===== src/rtl/rdv_defs.svh =====
`ifndef RDV_DEFS_SVH
`define RDV_DEFS_SVH
// Register offsets
`define RDV_REG_CTRL 8'h00
`define RDV_REG_CTRL2 8'h01
`define RDV_REG_VAL0 8'h02
`define RDV_REG_VAL1 8'h03
`define RDV_REG_VAL2 8'h04
`define RDV_REG_VAL3 8'h05
`define RDV_REG_STAT 8'h06
`define RDV_REG_RST 8'h00
// CTRL bits
`define RDV_B_THR_LO 0
`define RDV_B_FULLWAVE 1
`define RDV_B_BOTH_EDGES 2
`define RDV_B_RING_POL 3
`define RDV_B_INT_POL 4
`define RDV_B_PWR_DOWN 5
`define RDV_B_ONHOOK_MON 6
`define RDV_B_OFFHOOK 7
// CTRL2, VAL0 and STAT bits
`define RDV_B_THR_HI 0
`define RDV_B_IRQ_MASK 7
`define RDV_B_VAL_EN 7
`define RDV_B_POS 0
`define RDV_B_NEG 1
`define RDV_B_RDT 2
`define RDV_B_IRQ 7
// Thresholds, 10 mV per LSB of sense difference
`define RDV_THR_15V 17'sh005DC
`define RDV_THR_21V 17'sh00834
`define RDV_THR_45V 17'sh01194
// Ring codes in the PCM stream
`define RDV_CODE_HIGH 16'h7FFF
`define RDV_CODE_LOW 16'h8000
`define RDV_CODE_MID 16'h04CC
// Timing
`define RDV_CLK_KHZ 10000
`define RDV_ONESHOT_MS 5000
`define RDV_TICK_DIV 2048
`define RDV_TMO_STEP 6'h02
`define RDV_RMX_STEP 6'h01
`define RDV_RCC_STEP 6'h20
`define RDV_RTO_STEP 6'h3F
`define RDV_DLY_STEP 6'h3F
`endif


===== src/rtl/rdv_pkg.sv =====
package rdv_pkg;
  typedef enum logic [3:0] {
    VIDLE = 4'h1,
    VCHECK = 4'h2,
    VDELAY = 4'h4,
    VRING = 4'h8
  } rdv_val_e;
  typedef logic [11:0] rdv_cnt_t;
endpackage


===== src/rtl/rdv_ring_detect.sv =====
// Our own choices: the address-and-strobe port and the placing of the registers.
`timescale 1ns/1ps
`include "rdv_defs.svh"
module rdv_ring_detect #(
  parameter int ONESHOT_CYC = `RDV_ONESHOT_MS * `RDV_CLK_KHZ,
  parameter int TICK_DIV = `RDV_TICK_DIV,
  parameter logic [5:0] TMO_STEP = `RDV_TMO_STEP,
  parameter logic [5:0] RMX_STEP = `RDV_RMX_STEP,
  parameter logic [5:0] RCC_STEP = `RDV_RCC_STEP,
  parameter logic [5:0] RTO_STEP = `RDV_RTO_STEP,
  parameter logic [5:0] DLY_STEP = `RDV_DLY_STEP
)(
  input wire logic ref_clk,
  input wire logic rst_n,
  input wire logic [7:0] regAddr,
  input wire logic [7:0] regWrData,
  input wire logic regWr,
  input wire logic regRd,
  output logic [7:0] regRdData,
  input wire logic signed [15:0] ringSenseInA,
  input wire logic signed [15:0] ringSenseInB,
  input wire logic pcmClk,
  input wire logic [15:0] pcmCodecSample,
  output logic [15:0] pcmTxSamples,
  output logic ringIndicatorPinOut,
  output logic ringIndicatorPinOe_n,
  output logic irqOutPin
);
  localparam int OSW = $clog2(ONESHOT_CYC + 1);
  localparam int TDW = $clog2(TICK_DIV + 1);

  if (ONESHOT_CYC < 1 || TICK_DIV < 1 || TMO_STEP == 6'h00 ||
      RMX_STEP == 6'h00 || RCC_STEP == 6'h00 ||
      RTO_STEP == 6'h00 || DLY_STEP == 6'h00)
  begin : g_bad_param
    $error("rdv_ring_detect: counts and steps must be nonzero");
  end

  function automatic rdv_pkg::rdv_cnt_t lim(
    input logic [5:0] field,
    input logic [5:0] step);
    return rdv_pkg::rdv_cnt_t'(field) * rdv_pkg::rdv_cnt_t'(step);
  endfunction

  function automatic rdv_pkg::rdv_cnt_t inc(
    input rdv_pkg::rdv_cnt_t v,
    input logic en);
    if (en && v != 12'hFFF)
    begin
      return v + 12'h001;
    end
    return v;
  endfunction

  logic [7:0] ctrlQ, ctrl2Q, val0Q, val1Q, val2Q, val3Q;
  logic posQ, negQ, rdtQ, irqFlagQ, indActQ;
  logic [1:0] lastPolQ;
  logic [OSW-1:0] osCntQ;
  logic pcmClkQ;
  logic [TDW-1:0] tickCntQ;
  logic tick;
  rdv_pkg::rdv_val_e valStateQ;
  rdv_pkg::rdv_cnt_t ivlQ, durQ;

  // Control fields
  logic thrLo, thrHi, fullWave, bothEdges, ringPolHi, intPolHi;
  logic linkPowerDown, onhookMon, offHook, irqMask, valEn;
  assign thrLo = ctrlQ[`RDV_B_THR_LO];
  assign fullWave = ctrlQ[`RDV_B_FULLWAVE];
  assign bothEdges = ctrlQ[`RDV_B_BOTH_EDGES];
  assign ringPolHi = ctrlQ[`RDV_B_RING_POL];
  assign intPolHi = ctrlQ[`RDV_B_INT_POL];
  assign linkPowerDown = ctrlQ[`RDV_B_PWR_DOWN];
  assign onhookMon = ctrlQ[`RDV_B_ONHOOK_MON];
  assign offHook = ctrlQ[`RDV_B_OFFHOOK];
  assign thrHi = ctrl2Q[`RDV_B_THR_HI];
  assign irqMask = ctrl2Q[`RDV_B_IRQ_MASK];
  assign valEn = val0Q[`RDV_B_VAL_EN];

  rdv_pkg::rdv_cnt_t limTmo, limRmx, limRcc, limRto, limDly;
  assign limTmo = lim(val0Q[5:0], TMO_STEP);
  assign limRmx = lim(val1Q[5:0], RMX_STEP);
  assign limRcc = lim({3'h0, val2Q[2:0]}, RCC_STEP);
  assign limRto = lim({2'h0, val2Q[6:3]}, RTO_STEP);
  assign limDly = lim({3'h0, val3Q[2:0]}, DLY_STEP);

  logic statWr, offHookEvt;
  assign statWr = regWr && regAddr == `RDV_REG_STAT;
  assign offHookEvt = regWr && regAddr == `RDV_REG_CTRL &&
                      regWrData[`RDV_B_OFFHOOK] && !offHook;

  // Register writes
  always_ff @(posedge ref_clk or negedge rst_n)
  begin
    if (!rst_n)
    begin
      ctrlQ <= `RDV_REG_RST;
      ctrl2Q <= `RDV_REG_RST;
      val0Q <= `RDV_REG_RST;
      val1Q <= `RDV_REG_RST;
      val2Q <= `RDV_REG_RST;
      val3Q <= `RDV_REG_RST;
    end
    else if (regWr)
    begin
      case (regAddr)
        `RDV_REG_CTRL: ctrlQ <= regWrData;
        `RDV_REG_CTRL2: ctrl2Q <= regWrData;
        `RDV_REG_VAL0: val0Q <= regWrData;
        `RDV_REG_VAL1: val1Q <= regWrData;
        `RDV_REG_VAL2: val2Q <= regWrData;
        `RDV_REG_VAL3: val3Q <= regWrData;
        default: ;
      endcase
    end
  end

  // Register reads, data in the following cycle only
  always_ff @(posedge ref_clk or negedge rst_n)
  begin
    if (!rst_n)
    begin
      regRdData <= 8'h00;
    end
    else if (!regRd)
    begin
      regRdData <= 8'h00;
    end
    else
    begin
      case (regAddr)
        `RDV_REG_CTRL: regRdData <= ctrlQ;
        `RDV_REG_CTRL2: regRdData <= ctrl2Q & 8'h81;
        `RDV_REG_VAL0: regRdData <= val0Q & 8'hBF;
        `RDV_REG_VAL1: regRdData <= val1Q & 8'h3F;
        `RDV_REG_VAL2: regRdData <= val2Q & 8'h7F;
        `RDV_REG_VAL3: regRdData <= val3Q & 8'h07;
        `RDV_REG_STAT: regRdData <= {irqFlagQ, 4'h0, rdtQ, negQ, posQ};
        default: regRdData <= 8'h00;
      endcase
    end
  end

  // Threshold compare
  logic signed [16:0] senseDiff, thr;
  logic aboveThr, belowThr;
  assign senseDiff = {ringSenseInA[15], ringSenseInA} -
                     {ringSenseInB[15], ringSenseInB};
  always_comb
  begin
    case ({thrHi, thrLo})
      2'b00: thr = `RDV_THR_15V;
      2'b01: thr = `RDV_THR_21V;
      default: thr = `RDV_THR_45V;
    endcase
  end
  assign aboveThr = senseDiff > thr;
  assign belowThr = senseDiff < -thr;

  always_ff @(posedge ref_clk or negedge rst_n)
  begin
    if (!rst_n)
    begin
      posQ <= 1'b0;
      negQ <= 1'b0;
    end
    else
    begin
      posQ <= aboveThr;
      negQ <= belowThr;
    end
  end

  logic detRaw;
  assign detRaw = posQ || (fullWave && negQ);

  // Retriggerable one-shot
  logic osActive;
  assign osActive = osCntQ != '0;
  always_ff @(posedge ref_clk or negedge rst_n)
  begin
    if (!rst_n)
    begin
      osCntQ <= '0;
    end
    else if (offHookEvt || offHook)
    begin
      osCntQ <= '0;
    end
    else if (detRaw)
    begin
      osCntQ <= OSW'(ONESHOT_CYC);
    end
    else if (osActive)
    begin
      osCntQ <= osCntQ - OSW'(1);
    end
  end

  // Timebase from PCM clock rising edges
  always_ff @(posedge ref_clk or negedge rst_n)
  begin
    if (!rst_n)
    begin
      pcmClkQ <= 1'b0;
      tickCntQ <= '0;
    end
    else
    begin
      pcmClkQ <= pcmClk;
      if (pcmClk && !pcmClkQ)
      begin
        tickCntQ <= tick ? '0 : tickCntQ + TDW'(1);
      end
    end
  end
  assign tick = pcmClk && !pcmClkQ &&
                tickCntQ == TDW'(TICK_DIV - 1);

  // Alternating crossings
  logic posRise, negRise, crossEvt;
  assign posRise = aboveThr && !posQ;
  assign negRise = belowThr && !negQ;
  assign crossEvt = (posRise && !lastPolQ[0]) ||
                    (negRise && !lastPolQ[1]);
  always_ff @(posedge ref_clk or negedge rst_n)
  begin
    if (!rst_n)
    begin
      lastPolQ <= 2'h0;
    end
    else if (posRise)
    begin
      lastPolQ <= 2'h1;
    end
    else if (negRise)
    begin
      lastPolQ <= 2'h2;
    end
  end

  // Validator
  always_ff @(posedge ref_clk or negedge rst_n)
  begin
    if (!rst_n)
    begin
      valStateQ <= rdv_pkg::VIDLE;
      ivlQ <= '0;
      durQ <= '0;
    end
    else if (!valEn || offHook)
    begin
      valStateQ <= rdv_pkg::VIDLE;
      ivlQ <= '0;
      durQ <= '0;
    end
    else
    begin
      case (valStateQ)
        rdv_pkg::VIDLE:
        begin
          ivlQ <= '0;
          durQ <= '0;
          if (crossEvt)
          begin
            valStateQ <= rdv_pkg::VCHECK;
          end
        end
        rdv_pkg::VCHECK:
        begin
          if ((crossEvt && ivlQ < limRmx) || ivlQ > limTmo)
          begin
            valStateQ <= rdv_pkg::VIDLE;
          end
          else if (durQ >= limRcc)
          begin
            valStateQ <= rdv_pkg::VDELAY;
            ivlQ <= crossEvt ? '0 : inc(ivlQ, tick);
            durQ <= '0;
          end
          else
          begin
            ivlQ <= crossEvt ? '0 : inc(ivlQ, tick);
            durQ <= inc(durQ, tick);
          end
        end
        rdv_pkg::VDELAY:
        begin
          if (ivlQ >= limRto)
          begin
            valStateQ <= rdv_pkg::VIDLE;
          end
          else if (durQ >= limDly)
          begin
            valStateQ <= rdv_pkg::VRING;
          end
          else
          begin
            ivlQ <= crossEvt ? '0 : inc(ivlQ, tick);
            durQ <= inc(durQ, tick);
          end
        end
        rdv_pkg::VRING:
        begin
          if (ivlQ >= limRto)
          begin
            valStateQ <= rdv_pkg::VIDLE;
          end
          else
          begin
            ivlQ <= crossEvt ? '0 : inc(ivlQ, tick);
          end
        end
        default: valStateQ <= rdv_pkg::VIDLE;
      endcase
    end
  end

  logic envelope, rdtNow, irqSet;
  assign envelope = valStateQ == rdv_pkg::VRING;
  assign rdtNow = valEn ? envelope : osActive;
  assign irqSet = (rdtNow && !rdtQ) ||
                  (bothEdges && !rdtNow && rdtQ);

  // Detected flag and interrupt flag; set wins over clear
  always_ff @(posedge ref_clk or negedge rst_n)
  begin
    if (!rst_n)
    begin
      rdtQ <= 1'b0;
      irqFlagQ <= 1'b0;
    end
    else
    begin
      rdtQ <= rdtNow;
      if (irqSet)
      begin
        irqFlagQ <= 1'b1;
      end
      else if (statWr && regWrData[`RDV_B_IRQ])
      begin
        irqFlagQ <= 1'b0;
      end
    end
  end
  assign irqOutPin = !((irqFlagQ && irqMask) ^ intPolHi);

  // Ring indicator pin
  always_ff @(posedge ref_clk or negedge rst_n)
  begin
    if (!rst_n)
    begin
      indActQ <= 1'b0;
    end
    else if (valEn)
    begin
      indActQ <= fullWave ? osActive : envelope;
    end
    else
    begin
      indActQ <= detRaw;
    end
  end
  assign ringIndicatorPinOut = 1'b0;
  assign ringIndicatorPinOe_n = !(indActQ ^ ringPolHi);

  // PCM sample substitution
  logic subst;
  logic [15:0] ringCode;
  assign subst = !linkPowerDown && !offHook && !onhookMon;
  always_comb
  begin
    if (posQ)
    begin
      ringCode = `RDV_CODE_HIGH;
    end
    else if (fullWave && !negQ)
    begin
      ringCode = `RDV_CODE_MID;
    end
    else
    begin
      ringCode = `RDV_CODE_LOW;
    end
  end
  always_ff @(posedge ref_clk or negedge rst_n)
  begin
    if (!rst_n)
    begin
      pcmTxSamples <= 16'h0000;
    end
    else
    begin
      pcmTxSamples <= subst ? ringCode : pcmCodecSample;
    end
  end
endmodule


===== config.mk =====
export PLATFORM = sky130hd
export DESIGN_NAME = rdv_ring_detect
export DESIGN_NICKNAME = d
export VERILOG_FILES = /design/src/rtl/rdv_pkg.sv /design/src/rtl/rdv_ring_detect.sv
export VERILOG_INCLUDE_DIRS = /design/src /design/src/rtl
export SDC_FILE = /design/constraint.sdc
export NUM_CORES = 1
export LEC_CHECK = 0
export ABC_AREA = 1
export BUFFER_PORTS_ARGS = -buffer_cell sky130_fd_sc_hd__buf_2
export CAP_MARGIN = 20
export CORE_ASPECT_RATIO = 0.8
export CORE_MARGIN = 3
export CORE_UTILIZATION = 49
export CTS_CLUSTER_DIAMETER = 50
export DETAILED_ROUTE_END_ITERATION = 8
export PLACE_DENSITY = 0.74
export SLEW_MARGIN = 30
export SYNTH_ARGS = -nofsm -noshare
export SYNTH_HDL_FRONTEND = slang
export SYNTH_SLANG_ARGS = --single-unit
export TNS_END_PERCENT = 10

===== constraint.sdc =====
create_clock -name ref_clk -period 4.3 [get_ports ref_clk]
set_clock_uncertainty 0.2 [all_clocks]
set_input_delay 1.29 -clock ref_clk [delete_from_list [all_inputs] [get_ports ref_clk]]
set_output_delay 1.29 -clock ref_clk [all_outputs]
set_load 0.02 [all_outputs]

==> results_dict.tcl, run 1 <==
set metrics [dict create \
    fill_cells 1667 \
    reg2reg_to "valStateQ[3]" \
    die_w_microns 162 \
    dp.cells 1677 \
    drc 0 \
    min_from "lastPolQ[0]" \
    post_synth.cell_area_avg_sq_um 7.48 \
    fin_crit_ns 4.56 \
    synth-seq-cells 131 \
    antenna_found_initial 0 \
    drt_iter0_markers 720 \
    final_antenna_net_count 0 \
    final_cells 1719 \
    placement.io_buffers 94 \
    grtUsageMet1_pct 31.2 \
    synth_cell_types 54 \
    hold_path_depth 2 \
    cp-start-kind "flop" \
    busiest_layer "met2" \
    yosys_warnings 0 \
    power.density_mw_per_mm2 333 \
    synth_ff_type "dfrtp_1" \
    placement.cell_area_sq_mm 0.0108 \
    timing.rr.start "val2Q[6]" \
    seq_area_frac_synth_pct 34.5 \
    crit_required_ns 4.41 \
    diodes 0 \
    hold_ws_ns 0.276 \
    cts_hold_buffers 0 \
    ir_drop_mv 0.190 \
    crit_path_end_kind "flop" \
    cts_made_buffers 17 \
    slew_headroom_pct 37.0 \
    cp_max_fo 5 \
    fmax_mhz 219 \
    regArea_sq_mm 0.00328 \
    fin_crit_sh_pct 106 \
    core_sq_mm 0.0186 \
    clk_pin_slew_ns 0.06 \
    ctsRootBufferMaster "clkbuf_16" \
    rr_worst_depth 25 \
    fin_nets 1622 \
    drt_pass1_iterations 5 \
    start_util_pct 51.1 \
    violations "setup timing" \
    cts_buffer_depth 2 \
    drv_cap 0 \
    htreeDepth 4 \
    final_common_cell "nand2_1" \
    die_area_sq_mm 0.0211 \
    grt.overflow.total 0 \
    synth_fp_nets 1441 \
    hpwl_mm 17.4 \
    grt_max_degree 75 \
    critical_path_class "reg -> reg" \
    drive_gt1_share_pct 19.6 \
    worst_pin_slew_ns 0.937 \
    rows 44 \
    async_reset_ff_share_pct 100 \
    grtUsageMet2_pct 38.0 \
    die_h_microns 131 \
    status "finished, violations left" \
    num_vias 8880 \
    fin_area_sq_mm 0.0117 \
    layout_common_cells "nand2_1 (274), inv_1 (212), dfrtp_1 (130)" \
    report.final.slew_viol_count 0 \
    clock_latency_ns 0.42 \
    gp_congestion 0.922 \
    synth_area_sq_mm 0.00951 \
    via_per_inst 5.17 \
    hold_path.class "reg -> reg" \
    synthCells 1272 \
    grt_pass1_wl_mm 39.2 \
    multiInputGateArea_sq_mm 0.00549 \
    ios 96 \
    grt.met3_usage_pct 3.44 \
    wl_per_cell_microns 13.7 \
    cts_tree "built" \
    syn_to_final_growth_pct 23.4 \
    cts_sinks 131 \
    synth_edf_count 0 \
    grt_pass1_vias 8309 \
    setup_ws_ns -0.264 \
    hold_violations 0 \
    cp.arrival_ns 4.68 \
    p_leak_nw 6.22 \
    grt_usage_pct 22.6 \
    setup_viol 28 \
    wl_mm 23.5 \
    worstHoldEndpoint "lastPolQ[0]" \
    rsz0062_at_grt "yes" \
    post-route-util_pct 63.1 \
    r2r_slack_ns -0.26 \
]
## power by group
group | switching (mW) | internal, mW
logic | 0.601 | 0.411
registers | 0.0534 | 1.30
clock network | 0.618 | 0.929
## worst max path at each step
stage,slack (ns),endpoint,start,depth (start not counted)
floorplan,-0.21,durQ[7],ringSenseInA[0],32
global placement,-0.52,ivlQ[1],ringSenseInA[0],32
detailed placement,-0.65,durQ[2],ringSenseInA[0],27
CTS,-0.18,ivlQ[4],val2Q[5],24
global route,-0.51,ivlQ[4],val2Q[6],25
finish,-0.26,valStateQ[3],val2Q[6],25
## cells in the mapped netlist, types with 2 or more instances
master | number | area (sq um)
a211oi_1 | 5 | 37.5
a21o_1 | 2 | 15.0
a21oi_1 | 65 | 325
a221oi_1 | 4 | 35.0
a22oi_1 | 2 | 15.0
a31oi_1 | 9 | 56.3
buf_2 | 3 | 15.0
buf_4 | 3 | 22.5
clkbuf_1 | 11 | 41.3
clkbuf_2 | 2 | 10.0
dfrtp_1 | 130 | 3250
fa_1 | 11 | 220
ha_1 | 89 | 1110
inv_1 | 218 | 818
inv_2 | 3 | 11.3
nand2_1 | 283 | 1060
nand2_2 | 7 | 43.8
nand2_4 | 2 | 22.5
nand3_1 | 41 | 205
nand3_2 | 2 | 20.0
nand3_4 | 2 | 35.0
nand3b_1 | 6 | 45.0
nand4_1 | 36 | 225
nand4_4 | 2 | 42.5
nor2_1 | 132 | 495
nor2_2 | 6 | 37.5
nor3_1 | 38 | 190
nor3b_1 | 4 | 30.0
nor4_1 | 12 | 75.1
o211ai_1 | 3 | 22.5
o21ai_0 | 63 | 315
o21ai_1 | 3 | 15.0
o21ai_2 | 2 | 17.5
o21bai_1 | 2 | 15.0
o22ai_1 | 6 | 37.5
o31a_1 | 2 | 17.5
o31ai_1 | 2 | 15.0
or2_2 | 2 | 12.5
xnor2_1 | 11 | 96.3
xor2_1 | 32 | 280
## cells by family after synthesis
| kind of cell | share of synthesized area [%] |
|---|---|
| simple gates | 26.9 |
| fa+ha+maj | 14.0 |
| other cells | 0.0394 |
| compound gates | 10.6 |
| xor+xnor | 3.96 |
| flops | 34.5 |
| buf+inv | 9.97 |
## flip-flops by register name, indices dropped and copies added (netlist names), 2 cells and up
register      flops
durQ             12
ctrl2Q            2
val3Q             3
valStateQ         4
ctrlQ             8
ivlQ             12
val0Q             7
regRdData         8
pcmTxSamples     16
val2Q             7
osCntQ           26
val1Q             6
lastPolQ          2
tickCntQ         12
## area by class of cell
cell class	count	area share (%)
multi-input combinational	899	46.8
sequential	131	27.9
timing repair buffer	182	10.1
inverter	222	7.27
clock buffer	17	3.62
tap	253	2.70
clock inverter	15	1.62
## critical path: stages, from the launching register on
cell and delay (ns):
dfrtp_1 0.41, fa_1 0.59, inv_2 0.07, fa_2 0.56, ha_4 0.22, a21oi_2 0.14, nand2_2 0.07, a21oi_2 0.12
o21bai_1 0.09, buf_4 0.14, buf_4 0.12, buf_4 0.12, xor2_1 0.13, ha_1 0.31, nand2_1 0.08, nor2_2 0.10
nand3_1 0.08, nand4_1 0.13, buf_6 0.15, nor2_4 0.05, a21oi_2 0.15, nand2_2 0.09, inv_2 0.09, nand2_4 0.07
o21ai_1 0.14, inv_1 0.05
## metrics by stage
stage	TNS (ns)	total power, mW	worst slack (ns)
global route	-12.41	4.13	-0.510
CTS	-3.93	3.91	-0.181
floorplan	-4.87	1.99	-0.211
global placement	-13.88	2.31	-0.522
finish	-5.53	3.91	-0.264
detailed placement	-16.74	2.34	-0.648
## repair_timing
action | CTS | global route
resized for setup | 34 | 17
pin swaps | 28 | 36
cloned | 3 | 0
endpoints found under the setup margin | 28 | 28
setup buffers | 5 | 2
## per-layer routing
metal  share of wire [%]  up-vias  routed length, microns
met3                 5.7       32                    1330
met4                 1.2        0                     281
met2                  48      253                   11200
met1                  45     4117                   10700
met5                   0        -                       0
li1                    -     4478                       -
Note: power is estimated with default switching activity, not from simulation.
==> inputs of run 2 (changes only) <==
==> constraint.sdc (replaced) <==
create_clock -name ref_clk -period 4.3 [get_ports ref_clk]
set_clock_uncertainty 0.2 [all_clocks]
set_input_delay 0.215 -clock ref_clk [delete_from_list [all_inputs] [get_ports ref_clk]]
set_output_delay 0.215 -clock ref_clk [all_outputs]
set_load 0.02 [all_outputs]
==> run 2 against run 1 <==
  * The run still ends with setup timing left
  * Fmax up 2.2%
  * Sequential cell count unchanged
  * Cell count down 1.6%
  * Cell area down 2.5%
  * Critical path type unchanged
==> results_dict.tcl, run 2 (same netlist as run 1, synthesis figures left out) <==
set metrics [dict create \
    tns_ns -2.42 \
    grt_pass1_wl_mm 40.3 \
    grt.overflow.total 0 \
    cp.arrival_ns 4.62 \
    clk_pin_slew_ns 0.07 \
    cts_made_buffers 17 \
    diodes 0 \
    cp-start-kind "flop" \
    slew_headroom_pct 32.6 \
    rsz0062_at_grt "yes" \
    hold_path.class "in -> reg" \
    start_util_pct 51.1 \
    drc 0 \
    power.density_mw_per_mm2 329 \
    drive_gt1_share_pct 15.2 \
    critPathBufInv 5 \
    drt_pass1_iterations 6 \
    syn_to_final_growth_pct 20.3 \
    hpwl_mm 18.2 \
    violations "setup timing" \
    grt_usage_pct 23.2 \
    drt_iter0_markers 810 \
    num_vias 8970 \
    grt_max_degree 58 \
    ctsRootBufferMaster "clkbuf_16" \
    die_h_microns 131 \
    grt_pass1_vias 8451 \
    placement.io_buffers 94 \
    layout_common_cells "nand2_1 (277), inv_1 (214), nor2_1 (130)" \
    critical_path_class "reg -> reg" \
    fin_area_sq_mm 0.0114 \
    cts_sinks 131 \
    worst_path_largest_cell_delay_ns 0.58 \
    fin_crit_ns 4.47 \
    reg.largest.list "osCntQ: 26 flops, pcmTxSamples: 16 flops" \
    final_antenna_net_count 0 \
    core_sq_mm 0.0186 \
    htreeDepth 4 \
    placement.cell_area_sq_mm 0.0104 \
    status "finished, violations left" \
    drv_cap 0 \
    wl_mm 24.2 \
    rows 44 \
    hold_violations 0 \
    setup_viol 26 \
    die_w_microns 162 \
    crit_required_ns 4.45 \
    cts_tree "built" \
    p_leak_nw 6.03 \
    die_area_sq_mm 0.0211 \
    gp_congestion 0.911 \
    antenna_found_initial 0 \
    via_per_inst 5.30 \
    final_common_cell "nand2_1" \
    report.final.slew_viol_count 0 \
    setup_ws_ns -0.168 \
    fin_nets 1595 \
    slowest_stage "fa_1" \
    dp_slack_ns -0.258 \
    cp_max_fo 5 \
    fin_crit_sh_pct 104 \
    worst_pin_slew_ns 1.01 \
    crit_family "adder cells" \
    wl_per_cell_microns 14.3 \
    clock_latency_ns 0.42 \
    cts_buffer_depth 2 \
    fmax_mhz 224 \
    crit_path_end_kind "flop" \
    largest_register_ffs 26 \
    regMostFlops "osCntQ" \
    ios 96 \
    ir_drop_mv 0.290 \
]
-- run 2: worst register-to-register path: cells and delay by family, from the launching register on --
kind | cells | cell delay, ns
buffers and inverters | 5 | 0.43
AND/OR/NAND/NOR | 13 | 1.12
XOR/XNOR | 1 | 0.15
flip-flops | 1 | 0.42
adder cells (fa/ha/maj) | 4 | 1.70
AO/OA/AOI/OAI | 4 | 0.39
-- run 2: stage by stage --
step           util, %  std cells  power (mW)  hold WS [ns]
2_1_floorplan        -       1272        1.99        -0.281
3_3_place_gp      56.0       1628        2.23       0.00492
3_5_place_dp      56.0       1628        2.26       0.00849
4_1_cts           60.9       1688        3.76        0.0223
5_1_grt           61.5       1692        3.97        0.0439
6_report          61.5       1692        3.76        0.0185
-- run 2: repair_timing --
action	CTS	global route
hold endpoints to repair	104	0
buffers inserted	1	2
hold buffers	27	0
pin swaps	7	17
gates cloned	0	2
endpoints found under the setup margin	28	28
resized for setup	13	20
-- run 2: final timing paths --
kind	depth (start not counted)	slack (ns)	end	startpoint
max in group asynchronous	3	2.82	osCntQ[24]	rst_n
hold reg to reg	2	0.29	val0Q[2]	val0Q[2]
setup / recovery	27	-0.17	valStateQ[0]	val2Q[6]
setup reg to reg	27	-0.17	valStateQ[0]	val2Q[6]
hold / removal	3	0.02	val1Q[2]	regWrData[2]
min in group asynchronous	2	0.12	tickCntQ[3]	rst_n
-- run 2: layout make-up --
type                    instances  area (sq um)
multi-input cells             899          5410
clock inverters                15           160
repair buffers                155          1020
inverters                     222           833
fillers                      1660          7170
well taps                     253           317
clock buffers                  17           425
flip-flops and latches        131          3280
-- run 2: per-layer routing --
| metal | wire length [microns] | up-vias | share of wire [%] | GRT usage (%) |
|---|---|---|---|---|
| li1 | - | 4442 | - | - |
| met4 | 328 | 0 | 1.4 | 5.27 |
| met5 | 0 | - | 0 | 0 |
| met2 | 10900 | 300 | 45 | 37.2 |
| met1 | 11200 | 4189 | 46 | 33.0 |
| met3 | 1800 | 39 | 7.4 | 4.25 |
-- run 2: report_power, final --
group          leakage, nW  internal, mW  switching, mW
clock                0.284         0.825          0.632
sequential            1.73          1.30         0.0520
combinational         4.02         0.356          0.591
total                 6.03          2.48           1.28
